`config.mk`:
```
export PLATFORM = sky130hd
export DESIGN_NAME = irc_modulator
export DESIGN_NICKNAME = d
export VERILOG_FILES = /design/src/shared/irc_pkg.sv /design/src/rtl/irc_modulator.sv
export VERILOG_INCLUDE_DIRS = /design/src /design/src/shared
export SDC_FILE = /design/constraint.sdc
export NUM_CORES = 1
export LEC_CHECK = 0
export ABC_CLOCK_PERIOD_IN_PS = 7300
export BUFFER_PORTS_ARGS = -buffer_cell sky130_fd_sc_hd__buf_2
export CAP_MARGIN = 10
export CORE_MARGIN = 4
export CORE_UTILIZATION = 40
export DETAILED_ROUTE_END_ITERATION = 10
export PLACE_DENSITY = 0.59
export SETUP_SLACK_MARGIN = 0.05
export SLEW_MARGIN = 20
export SYNTH_ARGS = -nofsm -noshare
export SYNTH_HDL_FRONTEND = slang
export SYNTH_SLANG_ARGS = --single-unit
```
`constraint.sdc`:
```
create_clock -name MCLK -period 7.3 [get_ports MCLK]
set_input_delay 0.365 -clock MCLK [delete_from_list [all_inputs] [get_ports MCLK]]
set_output_delay 0.365 -clock MCLK [all_outputs]
set_load 0.1 [all_outputs]
```
`src/shared/irc_cfg.svh`:
```
// Offsets, field positions, reset values and timing counts of the infrared carrier modulator
`ifndef IRC_CFG_SVH
`define IRC_CFG_SVH
// ----------------------------------------------------------------------------
// Register byte offsets
// ----------------------------------------------------------------------------
`define IRC_OFF_PHT      8'h00
`define IRC_OFF_PLT      8'h04
`define IRC_OFF_SHT      8'h08
`define IRC_OFF_SLT      8'h0c
`define IRC_OFF_CTRL     8'h10
`define IRC_OFF_PER1     8'h14
`define IRC_OFF_PER2     8'h18
`define IRC_OFF_PER3     8'h1c
// ----------------------------------------------------------------------------
// Field positions
// ----------------------------------------------------------------------------
`define IRC_EN_BIT       0
`define IRC_IE_BIT       1
`define IRC_MODE_BIT     2
`define IRC_BASEBAND_SELECT_BIT     3
`define IRC_CLOCK_HALVE_BIT     6
`define IRC_EOC_BIT      7
`define IRC_LATCH_BIT    7
// ----------------------------------------------------------------------------
// Reset values and timing
// ----------------------------------------------------------------------------
`define IRC_CTRL_RST     8'h00
`define IRC_COUNT_RST    6'h01
`define IRC_PERIOD_RST   12'h000
`define IRC_CLK_NS       40
`define IRC_TIME_UNIT    8
`endif

```
`src/shared/irc_pkg.sv`:
```
// Types shared by the infrared carrier modulator
package irc_pkg;
    typedef logic [31:0] irc_word_t;
    typedef logic [31:0] irc_addr_t;
    typedef enum logic {IRC_MARK, IRC_SPACE} irc_mod_state_e;
endpackage

```
`src/rtl/irc_modulator.sv`:
```
// Infrared carrier generator, modulator and output stage with AHB-Lite registers
`timescale 1ns/1ps
`include "irc_cfg.svh"

module irc_modulator #(
    parameter int COUNT_W = 6,
    parameter int MOD_W   = 12
) (
    // Clock and reset
    input  wire logic              MCLK,
    input  wire logic              RST,
    // AHB-Lite slave
    input  wire logic              HSEL,
    input  wire irc_pkg::irc_addr_t HADDR,
    input  wire logic [1:0]        HTRANS,
    input  wire logic              HWRITE,
    input  wire logic [2:0]        HSIZE,
    input  wire irc_pkg::irc_word_t HWDATA,
    input  wire logic              HREADY,
    output logic                   HREADYOUT,
    output logic                   HRESP,
    output irc_pkg::irc_word_t     HRDATA,
    // Infrared output
    output logic                   IR_OUT
);
    import irc_pkg::*;

    if (COUNT_W != 6 || MOD_W != 12) begin : g_bad_width
        $error("irc_modulator: register layout needs COUNT_W 6 and MOD_W 12");
    end

    localparam int UNIT_CLKS = `IRC_TIME_UNIT;

    function automatic logic hit(input logic [7:0] a, input logic [7:0] off);
        return a == off;
    endfunction

    // ------------------------------------------------------------------------
    // Bus slave
    // ------------------------------------------------------------------------
    logic               wr_pend_reg;
    logic [7:0]         wr_addr_reg;
    logic               rd_ctrl_reg;
    irc_word_t          rdata_reg;
    logic               ready_reg;

    logic [COUNT_W-1:0] pht_reg, plt_reg, sht_reg, slt_reg;
    logic [7:0]         ctrl_reg;
    logic [MOD_W-1:0]   mark_buf_reg, space_buf_reg;
    logic               latch_reg;
    logic               pend_fall_reg, pend_rise_reg, pend_val_reg;
    logic               proc_clk_reg;
    logic               eoc_reg;
    logic               eoc_armed_reg;

    wire       addr_ok  = HSEL && HREADY && HTRANS[1];
    wire       rd_req   = addr_ok && !HWRITE;
    wire [7:0] a_addr   = HADDR[7:0];
    wire [7:0] wdat     = HWDATA[7:0];
    wire       wr_pht   = wr_pend_reg && hit(wr_addr_reg, `IRC_OFF_PHT);
    wire       wr_plt   = wr_pend_reg && hit(wr_addr_reg, `IRC_OFF_PLT);
    wire       wr_sht   = wr_pend_reg && hit(wr_addr_reg, `IRC_OFF_SHT);
    wire       wr_slt   = wr_pend_reg && hit(wr_addr_reg, `IRC_OFF_SLT);
    wire       wr_ctrl  = wr_pend_reg && hit(wr_addr_reg, `IRC_OFF_CTRL);
    wire       wr_per1  = wr_pend_reg && hit(wr_addr_reg, `IRC_OFF_PER1);
    wire       wr_per2  = wr_pend_reg && hit(wr_addr_reg, `IRC_OFF_PER2);
    wire       wr_per3  = wr_pend_reg && hit(wr_addr_reg, `IRC_OFF_PER3);
    wire       acc_per23 = (addr_ok && (hit(a_addr, `IRC_OFF_PER2)
                                        || hit(a_addr, `IRC_OFF_PER3)));

    wire [7:0] ctrl_rd = {eoc_reg, ctrl_reg[6:0]};
    wire [7:0] rd_mux =
        hit(a_addr, `IRC_OFF_PHT)  ? {latch_reg, 1'b0, pht_reg} :
        hit(a_addr, `IRC_OFF_PLT)  ? {latch_reg, 1'b0, plt_reg} :
        hit(a_addr, `IRC_OFF_SHT)  ? {2'b00, sht_reg} :
        hit(a_addr, `IRC_OFF_SLT)  ? {2'b00, slt_reg} :
        hit(a_addr, `IRC_OFF_CTRL) ? ctrl_rd :
        hit(a_addr, `IRC_OFF_PER1) ? {mark_buf_reg[11:8], space_buf_reg[11:8]} :
        hit(a_addr, `IRC_OFF_PER2) ? mark_buf_reg[7:0] :
        hit(a_addr, `IRC_OFF_PER3) ? space_buf_reg[7:0] : 8'h00;

    always_ff @(posedge MCLK or posedge RST) begin
        if (RST) begin
            wr_pend_reg <= 1'b0;
            wr_addr_reg <= 8'h00;
            rdata_reg   <= 32'h0000_0000;
            ready_reg   <= 1'b0;
        end else begin
            wr_pend_reg <= addr_ok && HWRITE;
            wr_addr_reg <= a_addr;
            rdata_reg   <= rd_req ? {24'h00_0000, rd_mux} : 32'h0000_0000;
            ready_reg   <= 1'b1;
        end
    end

    assign HREADYOUT = ready_reg;
    assign HRESP     = 1'b0;
    assign HRDATA    = rdata_reg;

    // ------------------------------------------------------------------------
    // Control and data registers
    // ------------------------------------------------------------------------
    wire en   = ctrl_reg[`IRC_EN_BIT];
    wire fsk  = ctrl_reg[`IRC_MODE_BIT];
    wire baseband_select = ctrl_reg[`IRC_BASEBAND_SELECT_BIT];
    wire clock_halve = ctrl_reg[`IRC_CLOCK_HALVE_BIT];

    // Counts reset to one so an early enable cannot stall on a zero compare
    always_ff @(posedge MCLK or posedge RST) begin
        if (RST) begin
            pht_reg       <= `IRC_COUNT_RST;
            plt_reg       <= `IRC_COUNT_RST;
            sht_reg       <= `IRC_COUNT_RST;
            slt_reg       <= `IRC_COUNT_RST;
            ctrl_reg      <= `IRC_CTRL_RST;
            mark_buf_reg  <= `IRC_PERIOD_RST;
            space_buf_reg <= `IRC_PERIOD_RST;
        end else begin
            if (wr_pht) pht_reg <= wdat[COUNT_W-1:0];
            if (wr_plt) plt_reg <= wdat[COUNT_W-1:0];
            if (wr_sht) sht_reg <= wdat[COUNT_W-1:0];
            if (wr_slt) slt_reg <= wdat[COUNT_W-1:0];
            if (wr_ctrl) ctrl_reg <= {1'b0, wdat[6:0]};
            if (wr_per1) begin
                mark_buf_reg[11:8]  <= wdat[7:4];
                space_buf_reg[11:8] <= wdat[3:0];
            end
            if (wr_per2) mark_buf_reg[7:0]  <= wdat;
            if (wr_per3) space_buf_reg[7:0] <= wdat;
        end
    end

    // ------------------------------------------------------------------------
    // Output latch
    // ------------------------------------------------------------------------
    // Processor clock is half the oscillator; level 1 means its falling edge is next
    always_ff @(posedge MCLK or posedge RST) begin
        if (RST) begin
            proc_clk_reg  <= 1'b0;
            latch_reg     <= 1'b0;
            pend_fall_reg <= 1'b0;
            pend_rise_reg <= 1'b0;
            pend_val_reg  <= 1'b0;
        end else begin
            proc_clk_reg <= !proc_clk_reg;
            if (wr_pht || wr_plt) begin
                pend_val_reg  <= wdat[`IRC_LATCH_BIT];
                pend_fall_reg <= wr_pht;
                pend_rise_reg <= wr_plt;
            end else if (pend_fall_reg && proc_clk_reg) begin
                latch_reg     <= pend_val_reg;
                pend_fall_reg <= 1'b0;
            end else if (pend_rise_reg && !proc_clk_reg) begin
                latch_reg     <= pend_val_reg;
                pend_rise_reg <= 1'b0;
            end
        end
    end

    // ------------------------------------------------------------------------
    // Carrier generator
    // ------------------------------------------------------------------------
    logic [COUNT_W-1:0] car_cnt_reg;
    logic               car_high_sel_reg;
    logic               car_reg;
    logic               pair_sec_reg;
    logic               car_restart;

    wire tick    = clock_halve ? proc_clk_reg : 1'b1;
    wire car_run = en && !baseband_select;
    wire use_sec = fsk && pair_sec_reg;
    wire [COUNT_W-1:0] hi_cnt  = use_sec ? sht_reg : pht_reg;
    wire [COUNT_W-1:0] lo_cnt  = use_sec ? slt_reg : plt_reg;
    wire [COUNT_W-1:0] car_inc = COUNT_W'(car_cnt_reg + 1'b1);
    wire car_match = car_inc == (car_high_sel_reg ? hi_cnt : lo_cnt);
    wire car_wrap  = car_run && tick && car_match && !car_high_sel_reg;
    wire car_mod   = baseband_select ? 1'b1 : car_reg;

    always_ff @(posedge MCLK or posedge RST) begin
        if (RST) begin
            car_cnt_reg      <= '0;
            car_high_sel_reg <= 1'b1;
            car_reg          <= 1'b1;
        end else if (!car_run || car_restart) begin
            car_cnt_reg      <= '0;
            car_high_sel_reg <= 1'b1;
            car_reg          <= 1'b1;
        end else if (tick) begin
            if (car_match) begin
                car_cnt_reg      <= '0;
                car_high_sel_reg <= !car_high_sel_reg;
                car_reg          <= !car_high_sel_reg;
            end else begin
                car_cnt_reg <= car_inc;
            end
        end
    end

    // ------------------------------------------------------------------------
    // Modulator
    // ------------------------------------------------------------------------
    irc_mod_state_e   mst_reg;
    logic [MOD_W-1:0] mod_cnt_reg;
    logic [MOD_W-1:0] active_space_reg;
    logic             gate_reg;
    logic [2:0]       presc_reg;

    wire unit_tick  = tick && (presc_reg == 3'(UNIT_CLKS - 1));
    wire mod_tick   = (fsk && !baseband_select) ? car_wrap : unit_tick;
    wire underflow  = mod_tick && (mod_cnt_reg == '0);
    wire space_hit  = (mst_reg == IRC_SPACE) && (~mod_cnt_reg == active_space_reg);
    wire reload     = en && space_hit;
    wire mod_out    = gate_reg && car_mod;
    wire ir_next    = en ? mod_out : latch_reg;

    // Time mode restarts the carrier with the gate; shifting keeps phase
    assign car_restart = reload && !fsk;

    always_ff @(posedge MCLK or posedge RST) begin
        if (RST) begin
            mst_reg      <= IRC_MARK;
            mod_cnt_reg  <= `IRC_PERIOD_RST;
            active_space_reg     <= `IRC_PERIOD_RST;
            gate_reg     <= 1'b1;
            presc_reg    <= 3'h0;
            pair_sec_reg <= 1'b0;
        end else if (!en) begin
            mst_reg      <= IRC_MARK;
            mod_cnt_reg  <= mark_buf_reg;
            active_space_reg     <= space_buf_reg;
            gate_reg     <= 1'b1;
            presc_reg    <= 3'h0;
            pair_sec_reg <= 1'b0;
        end else begin
            if (tick) presc_reg <= 3'(presc_reg + 1'b1);
            if (reload) begin
                mst_reg      <= IRC_MARK;
                mod_cnt_reg  <= mark_buf_reg;
                active_space_reg     <= space_buf_reg;
                gate_reg     <= 1'b1;
                pair_sec_reg <= fsk ? !pair_sec_reg : 1'b0;
            end else begin
                if (mod_tick) mod_cnt_reg <= MOD_W'(mod_cnt_reg - 1'b1);
                if (mst_reg == IRC_MARK && underflow) mst_reg <= IRC_SPACE;
                // Closing on a high carrier would chop a pulse short
                if (mst_reg == IRC_SPACE && (!car_reg || baseband_select)) gate_reg <= 1'b0;
            end
        end
    end

    // ------------------------------------------------------------------------
    // End-of-cycle flag and output pin
    // ------------------------------------------------------------------------
    // A new reload wins over a simultaneous clear
    always_ff @(posedge MCLK or posedge RST) begin
        if (RST) begin
            eoc_reg       <= 1'b0;
            eoc_armed_reg <= 1'b0;
            IR_OUT        <= 1'b0;
        end else begin
            if (reload) eoc_reg <= 1'b1;
            else if (acc_per23 && eoc_armed_reg) eoc_reg <= 1'b0;
            if (rd_req && hit(a_addr, `IRC_OFF_CTRL)) eoc_armed_reg <= 1'b1;
            else if (acc_per23) eoc_armed_reg <= 1'b0;
            IR_OUT <= ir_next;
        end
    end
endmodule // irc_modulator

```
### Word-level counts from Yosys, hierarchy flattened

Index checks and enable logic that the tools add are counted.

* register bits after elaboration: 118
* input port bits: 74
* output and inout bits: 35
* word-level logic and storage cells: 162

* add/subtract/negate cells: 3
* equal/unequal tests: 23
* mux-type cells: 49
* bitwise logic cells: 3
* reduce and logical (&&, ||, !) cells: 55

Operator list (number)
* 8-bit two-way mux: 9
* 8-bit by 5-bit == test with 1-bit output, second input constant: 8
* 12-bit two-way mux: 5
* 6-bit two-way mux: 6
* 8-bit by 4-bit == test with 1-bit output, second input constant: 4
* 1-bit logical AND: 31
* 1-bit two-way mux: 27
* 8-bit by 3-bit == test with 1-bit output, second input constant: 2
* 8-bit zero test: 2
* 2-bit nonzero test: 7
* 12-bit == test: 1
* 12-bit zero test: 1
* 12-bit inverter: 1
* 12-bit by 1-bit subtractor with 12-bit output, second input constant: 1
* 3-bit by 1-bit inequality test with 1-bit output, second input constant: 3
* 1-bit zero test: 7
* 6-bit by 1-bit adder with 6-bit output, second input constant: 1
* 6-bit == test: 1
* 3-bit two-way mux: 2
* 2-bit AND reduction: 3
* 1-bit logical OR: 4
* 2-bit by 1-bit inequality test with 1-bit output, second input constant: 2
* 3-bit by 1-bit adder with 3-bit output, second input constant: 1
* 3-bit == test, second input constant: 1
* other kinds (2): 3

### Logic depth before layout (Yosys ltp)

* word-level depth: 12
* depth in mapped cells: 10
* mapped depth without buffers: 8

### Least setup slack after synthesis

No wires, ideal clock.

* path type: reg2reg
* from: reg, netlist name car_reg
* to: reg mod_cnt_reg[3]
* library setup time: 0.133 ns
* arrival time: 2.507 ns
* data required time: 7.167 ns
* slack: 4.660 ns
* cell stages (with the launch flop): 9
* buffers on the path: 2
* period minus slack after synthesis: 2.640 ns
* path through: dfstp_2 > mux4_2 > nand3b_1 > a2111oi_4 > a32oi_1 > buf_2 > buf_2 > o311ai_1 > nand3_1

RTL lines
* to (signal assigned): RTL line irc_modulator.sv:222 `` mod_cnt_reg <= `IRC_PERIOD_RST; ``
* to (signal assigned): RTL line irc_modulator.sv:229 `mod_cnt_reg <= mark_buf_reg;`
* to (signal assigned): RTL line irc_modulator.sv:238 `mod_cnt_reg <= mark_buf_reg;`
* to (decl): RTL line irc_modulator.sv:203 `logic [MOD_W-1:0] mod_cnt_reg;`

### Final worst setup path

* from: reg ctrl_reg[2]
* to: reg mod_cnt_reg[7]

* cells in the longest elaborated chain, start to end: 8
* elaborated cells on any way between the ends: 10
* those cells by class: 2 x eq/ne; 4 x mux; 4 x reduce/logical

Ends and longest elaborated chain
* from (decl): RTL line irc_modulator.sv:48 `logic [7:0] ctrl_reg;`
* from (signal assigned): RTL line irc_modulator.sv:115 `` ctrl_reg <= `IRC_CTRL_RST; ``
* from (signal assigned): RTL line irc_modulator.sv:123 `if (wr_ctrl) ctrl_reg <= {1'b0, wdat[6:0]};`
* 1-bit logical AND: RTL line irc_modulator.sv:171 `wire use_sec = fsk && pair_sec_reg;`
* 6-bit two-way mux, on equally long branches: RTL line irc_modulator.sv:173, irc_modulator.sv:172
* 6-bit two-way mux: RTL line irc_modulator.sv:175 `wire car_match = car_inc == (car_high_sel_reg ? hi_cnt : lo_cnt);`
* 6-bit == test: RTL line irc_modulator.sv:175
* 1-bit logical AND (2 in a row): RTL line irc_modulator.sv:176 `wire car_wrap = car_run && tick && car_match && !car_high_sel_reg;`
* 1-bit two-way mux (*): RTL line irc_modulator.sv:209 `wire mod_tick = (fsk && !baseband_select) ? car_wrap : unit_tick;`
* 3-bit by 1-bit inequality test with 1-bit output (no line) (*)

Every way passes the cells marked *; elsewhere a longest branch is shown, timed or not.
A chain may end at the register's enable or synchronous reset.

==> impl_metrics.py <==
metrics = {
    "status": {
        "status": "finished clean",
    },
    "detailed_routing": {
        "drc": 0,
        "vias": 4373,
        "routed_wl_um": 14400,
        "drtIter0Drc": 252,
        "via_per_inst": 5.56,
        "firstDrtPassIters": 5,
        "ant_nets": 0,
        "wire_per_inst_um": 18.3,
    },
    "worst_setup_path": {
        "rr_startpoint": "ctrl_reg[2]",
        "rr_worst_depth": 8,
        "r2r-end": "mod_cnt_reg[7]",
        "rrSetupSlack_ns": 4.23,
        "critPathCaptureType": "register",
        "worstPathArrival_ns": 3.39,
        "cp_max_fo": 20,
        "crit_type": "reg -> reg",
        "worstPathRequired_ns": 7.62,
        "worstSetupStartpointType": "register",
        "startpoint": "ctrl_reg[2]",
    },
    "logic_synthesis": {
        "ys.flop_type": "dfrtp_1",
        "synth_area_mm2": 0.00589,
        "synth_cell_type_count": 54,
        "synth_seq_cells": 118,
        "yosysWarnings": 0,
        "yosysSeqAreaShare_pct": 50.2,
        "syn_inst": 561,
        "avgSynthCellArea_um2": 10.5,
        "yosysMostFrequentCell": "dfrtp_1",
        "synth.area.top_cells": "dfrtp_1 (48%), mux2_2 (10%), nand2_1 (3.6%), a21oi_1 (3.5%), buf_4 (3.2%)",
        "netlist.area_leader.share_pct": 47.6,
        "synthTopCellsByCount": "dfrtp_1 (112), nand2_1 (56), mux2_2 (54), a21oi_1 (41), o21ai_0 (37)",
        "synth_edf_count": 0,
        "yosys.area.top_type": "dfrtp_1",
        "async_flop_share_pct": 100,
    },
    "clocking": {
        "cts_tree": "yes",
        "ctsHoldBuffers": 0,
        "cts_buffers": 17,
        "clock_latency_ns": 0.40,
        "ctsLongestPathBuffers": 2,
        "clk_pin_slew_ns": 0.05,
        "htreeDepth": 4,
        "cts-resized-gates": 0,
        "post_cts.repair.setup_buffers": 0,
        "root_buffer": "clkbuf_16",
        "cts_sinks": 118,
    },
    "final_layout": {
        "diodes": 0,
        "fill_cells": 1362,
        "area_growth_pct": 13.7,
        "drive_gt1_share_pct": 22.7,
        "regArea_mm2": 0.00296,
        "multi_input_area_mm2": 0.00266,
        "nets": 668,
    },
    "power": {
        "p_sw_mw": 0.666,
        "seqPwrFrac_pct": 40.3,
        "p_leak_nw": 3.00,
        "swShare_pct": 31.6,
        "clock_power_share_pct": 38.2,
        "power_density_mw_per_mm2": 315,
        "peakVddDrop_mv": 0.127,
        "internal_power_mw": 1.45,
        "combPwrFrac_pct": 21.5,
    },
    "timing": {
        "worst_slack_ns": 4.23,
        "setup_viol": 0,
        "skew_ns": 0.00960,
        "drv_slew": 0,
        "relSlewSlack_pct": 40.4,
        "fmax_ghz": 0.326,
        "timing.final.crit_period_ns": 3.07,
        "period_share_pct": 42.1,
        "rsz0062_at_grt": "false",
        "finalHoldViolations": 0,
        "worst_pin_slew_ns": 0.886,
        "final.setup.tns_ns": 0,
    },
    "placement": {
        "port_buffers": 31,
        "gp_congestion": 0.848,
        "dp_worst_setup_slack_ns": 4.24,
        "hpwl_um": 9980,
    },
    "grt": {
        "grt_pass1_wl_um": 23400,
        "track_usage_pct": 18.3,
        "grt_max_degree": 66,
        "grt_pass1_vias": 4259,
        "grt_remaining_overflow": 0,
        "antenna_found_initial": 0,
    },
    "flow_run": {
        "drv_cap": 0,
    },
    "hold_path": {
        "hp-class": "in -> async",
    },
    "floorplan": {
        "dieWidth_um": 129,
        "dieArea_mm2": 0.0167,
        "die-height_um": 129,
        "coreArea_mm2": 0.0145,
        "io_pins": 109,
        "rows": 44,
        "start_util_pct": 40.7,
    },
}
-- through the flow --
step | instance area (µm²) | hold WS, ns | std cells | util, % | power, mW
after floorplan | 5980 | 0.396 | 585 | - | 1.22
after global placement | 6120 | 0.451 | 755 | 42.3 | 1.30
after detailed placement | 6120 | 0.457 | 755 | 42.3 | 1.32
after CTS | 6700 | 0.0619 | 787 | 46.3 | 2.13
after global routing | 6700 | 0.0659 | 787 | 46.3 | 2.22
final | 6700 | 0.0563 | 787 | 46.3 | 2.11
-- cell type report --
type,count,area share [%]
flip-flops and latches,118,44.2
multi-input cells,397,39.7
inverters,20,1.16
repair buffers,36,2.88
well taps,184,3.44
clock inverters,9,1.49
clock buffers,23,7.13
-- worst max-delay path, cell delays in order, from the launching register on --
cell	delay, ns
dfrtp_1	0.43
and2_1	0.37
mux4_2	0.42
nand3b_1	0.23
a2111oi_4	0.48
a32oi_1	0.17
buf_4	0.23
or4_1	0.49
a31oi_1	0.17
-- how the worst max path moves through the flow --
| stage | to | slack (ns) |
|---|---|---|
| final | mod_cnt_reg[7] | 4.23 |
| after global routing | mod_cnt_reg[7] | 4.01 |
| after CTS | mod_cnt_reg[7] | 4.22 |
| after detailed placement | mod_cnt_reg[7] | 4.24 |
| after global placement | mod_cnt_reg[7] | 4.28 |
| after floorplan | HRDATA[0] | 3.82 |
-- power by group through the flow --
stage | Sequential (mW) | Combinational, mW | Clock, mW
floorplan | 0.824 | 0.393 | 0
global placement | 0.857 | 0.444 | 0
detailed placement | 0.860 | 0.456 | 0
CTS | 0.850 | 0.456 | 0.820
global route | 0.865 | 0.502 | 0.856
finish | 0.850 | 0.455 | 0.807
-- placed cells by master (no fill, tap or decap), types with 7 or more instances in the layout --
cell / n
xor2_1: 15
nor2_1: 32
nand2_1: 56
o21ai_0: 37
nand3_1: 12
inv_1: 18
clkbuf_16: 17
dfrtp_1: 112
or3_1: 9
a31oi_1: 11
nor4_1: 7
buf_2: 31
conb_1: 26
a21oi_1: 41
mux2i_1: 8
mux2_2: 54
-- cells by family after synthesis --
| logic type | after synthesis | synth area share, % |
|---|---|---|
| AND/OR/NAND/NOR | 156 | 13.1 |
| buffers and inverters | 70 | 6.12 |
| multiplexers | 68 | 14.0 |
| adder cells (fa/ha/maj) | 4 | 0.849 |
| AO/OA/AOI/OAI | 122 | 12.5 |
| other | 2 | 0.127 |
| XOR/XNOR | 21 | 3.12 |
| flip-flops | 118 | 50.2 |
-- per-layer routing --
metal / share of wire [%] / wire length, µm / vias to the layer above / GRT usage [%]
li1: - / - / 2012 / -
met1: 45 / 6510 / 2198 / 25.3
met2: 48 / 6910 / 141 / 29.0
met3: 5.1 / 738 / 22 / 3.75
met4: 1.9 / 274 / 0 / 6.18
met5: 0 / 0 / - / 0
(Power assumes the default switching activity.)
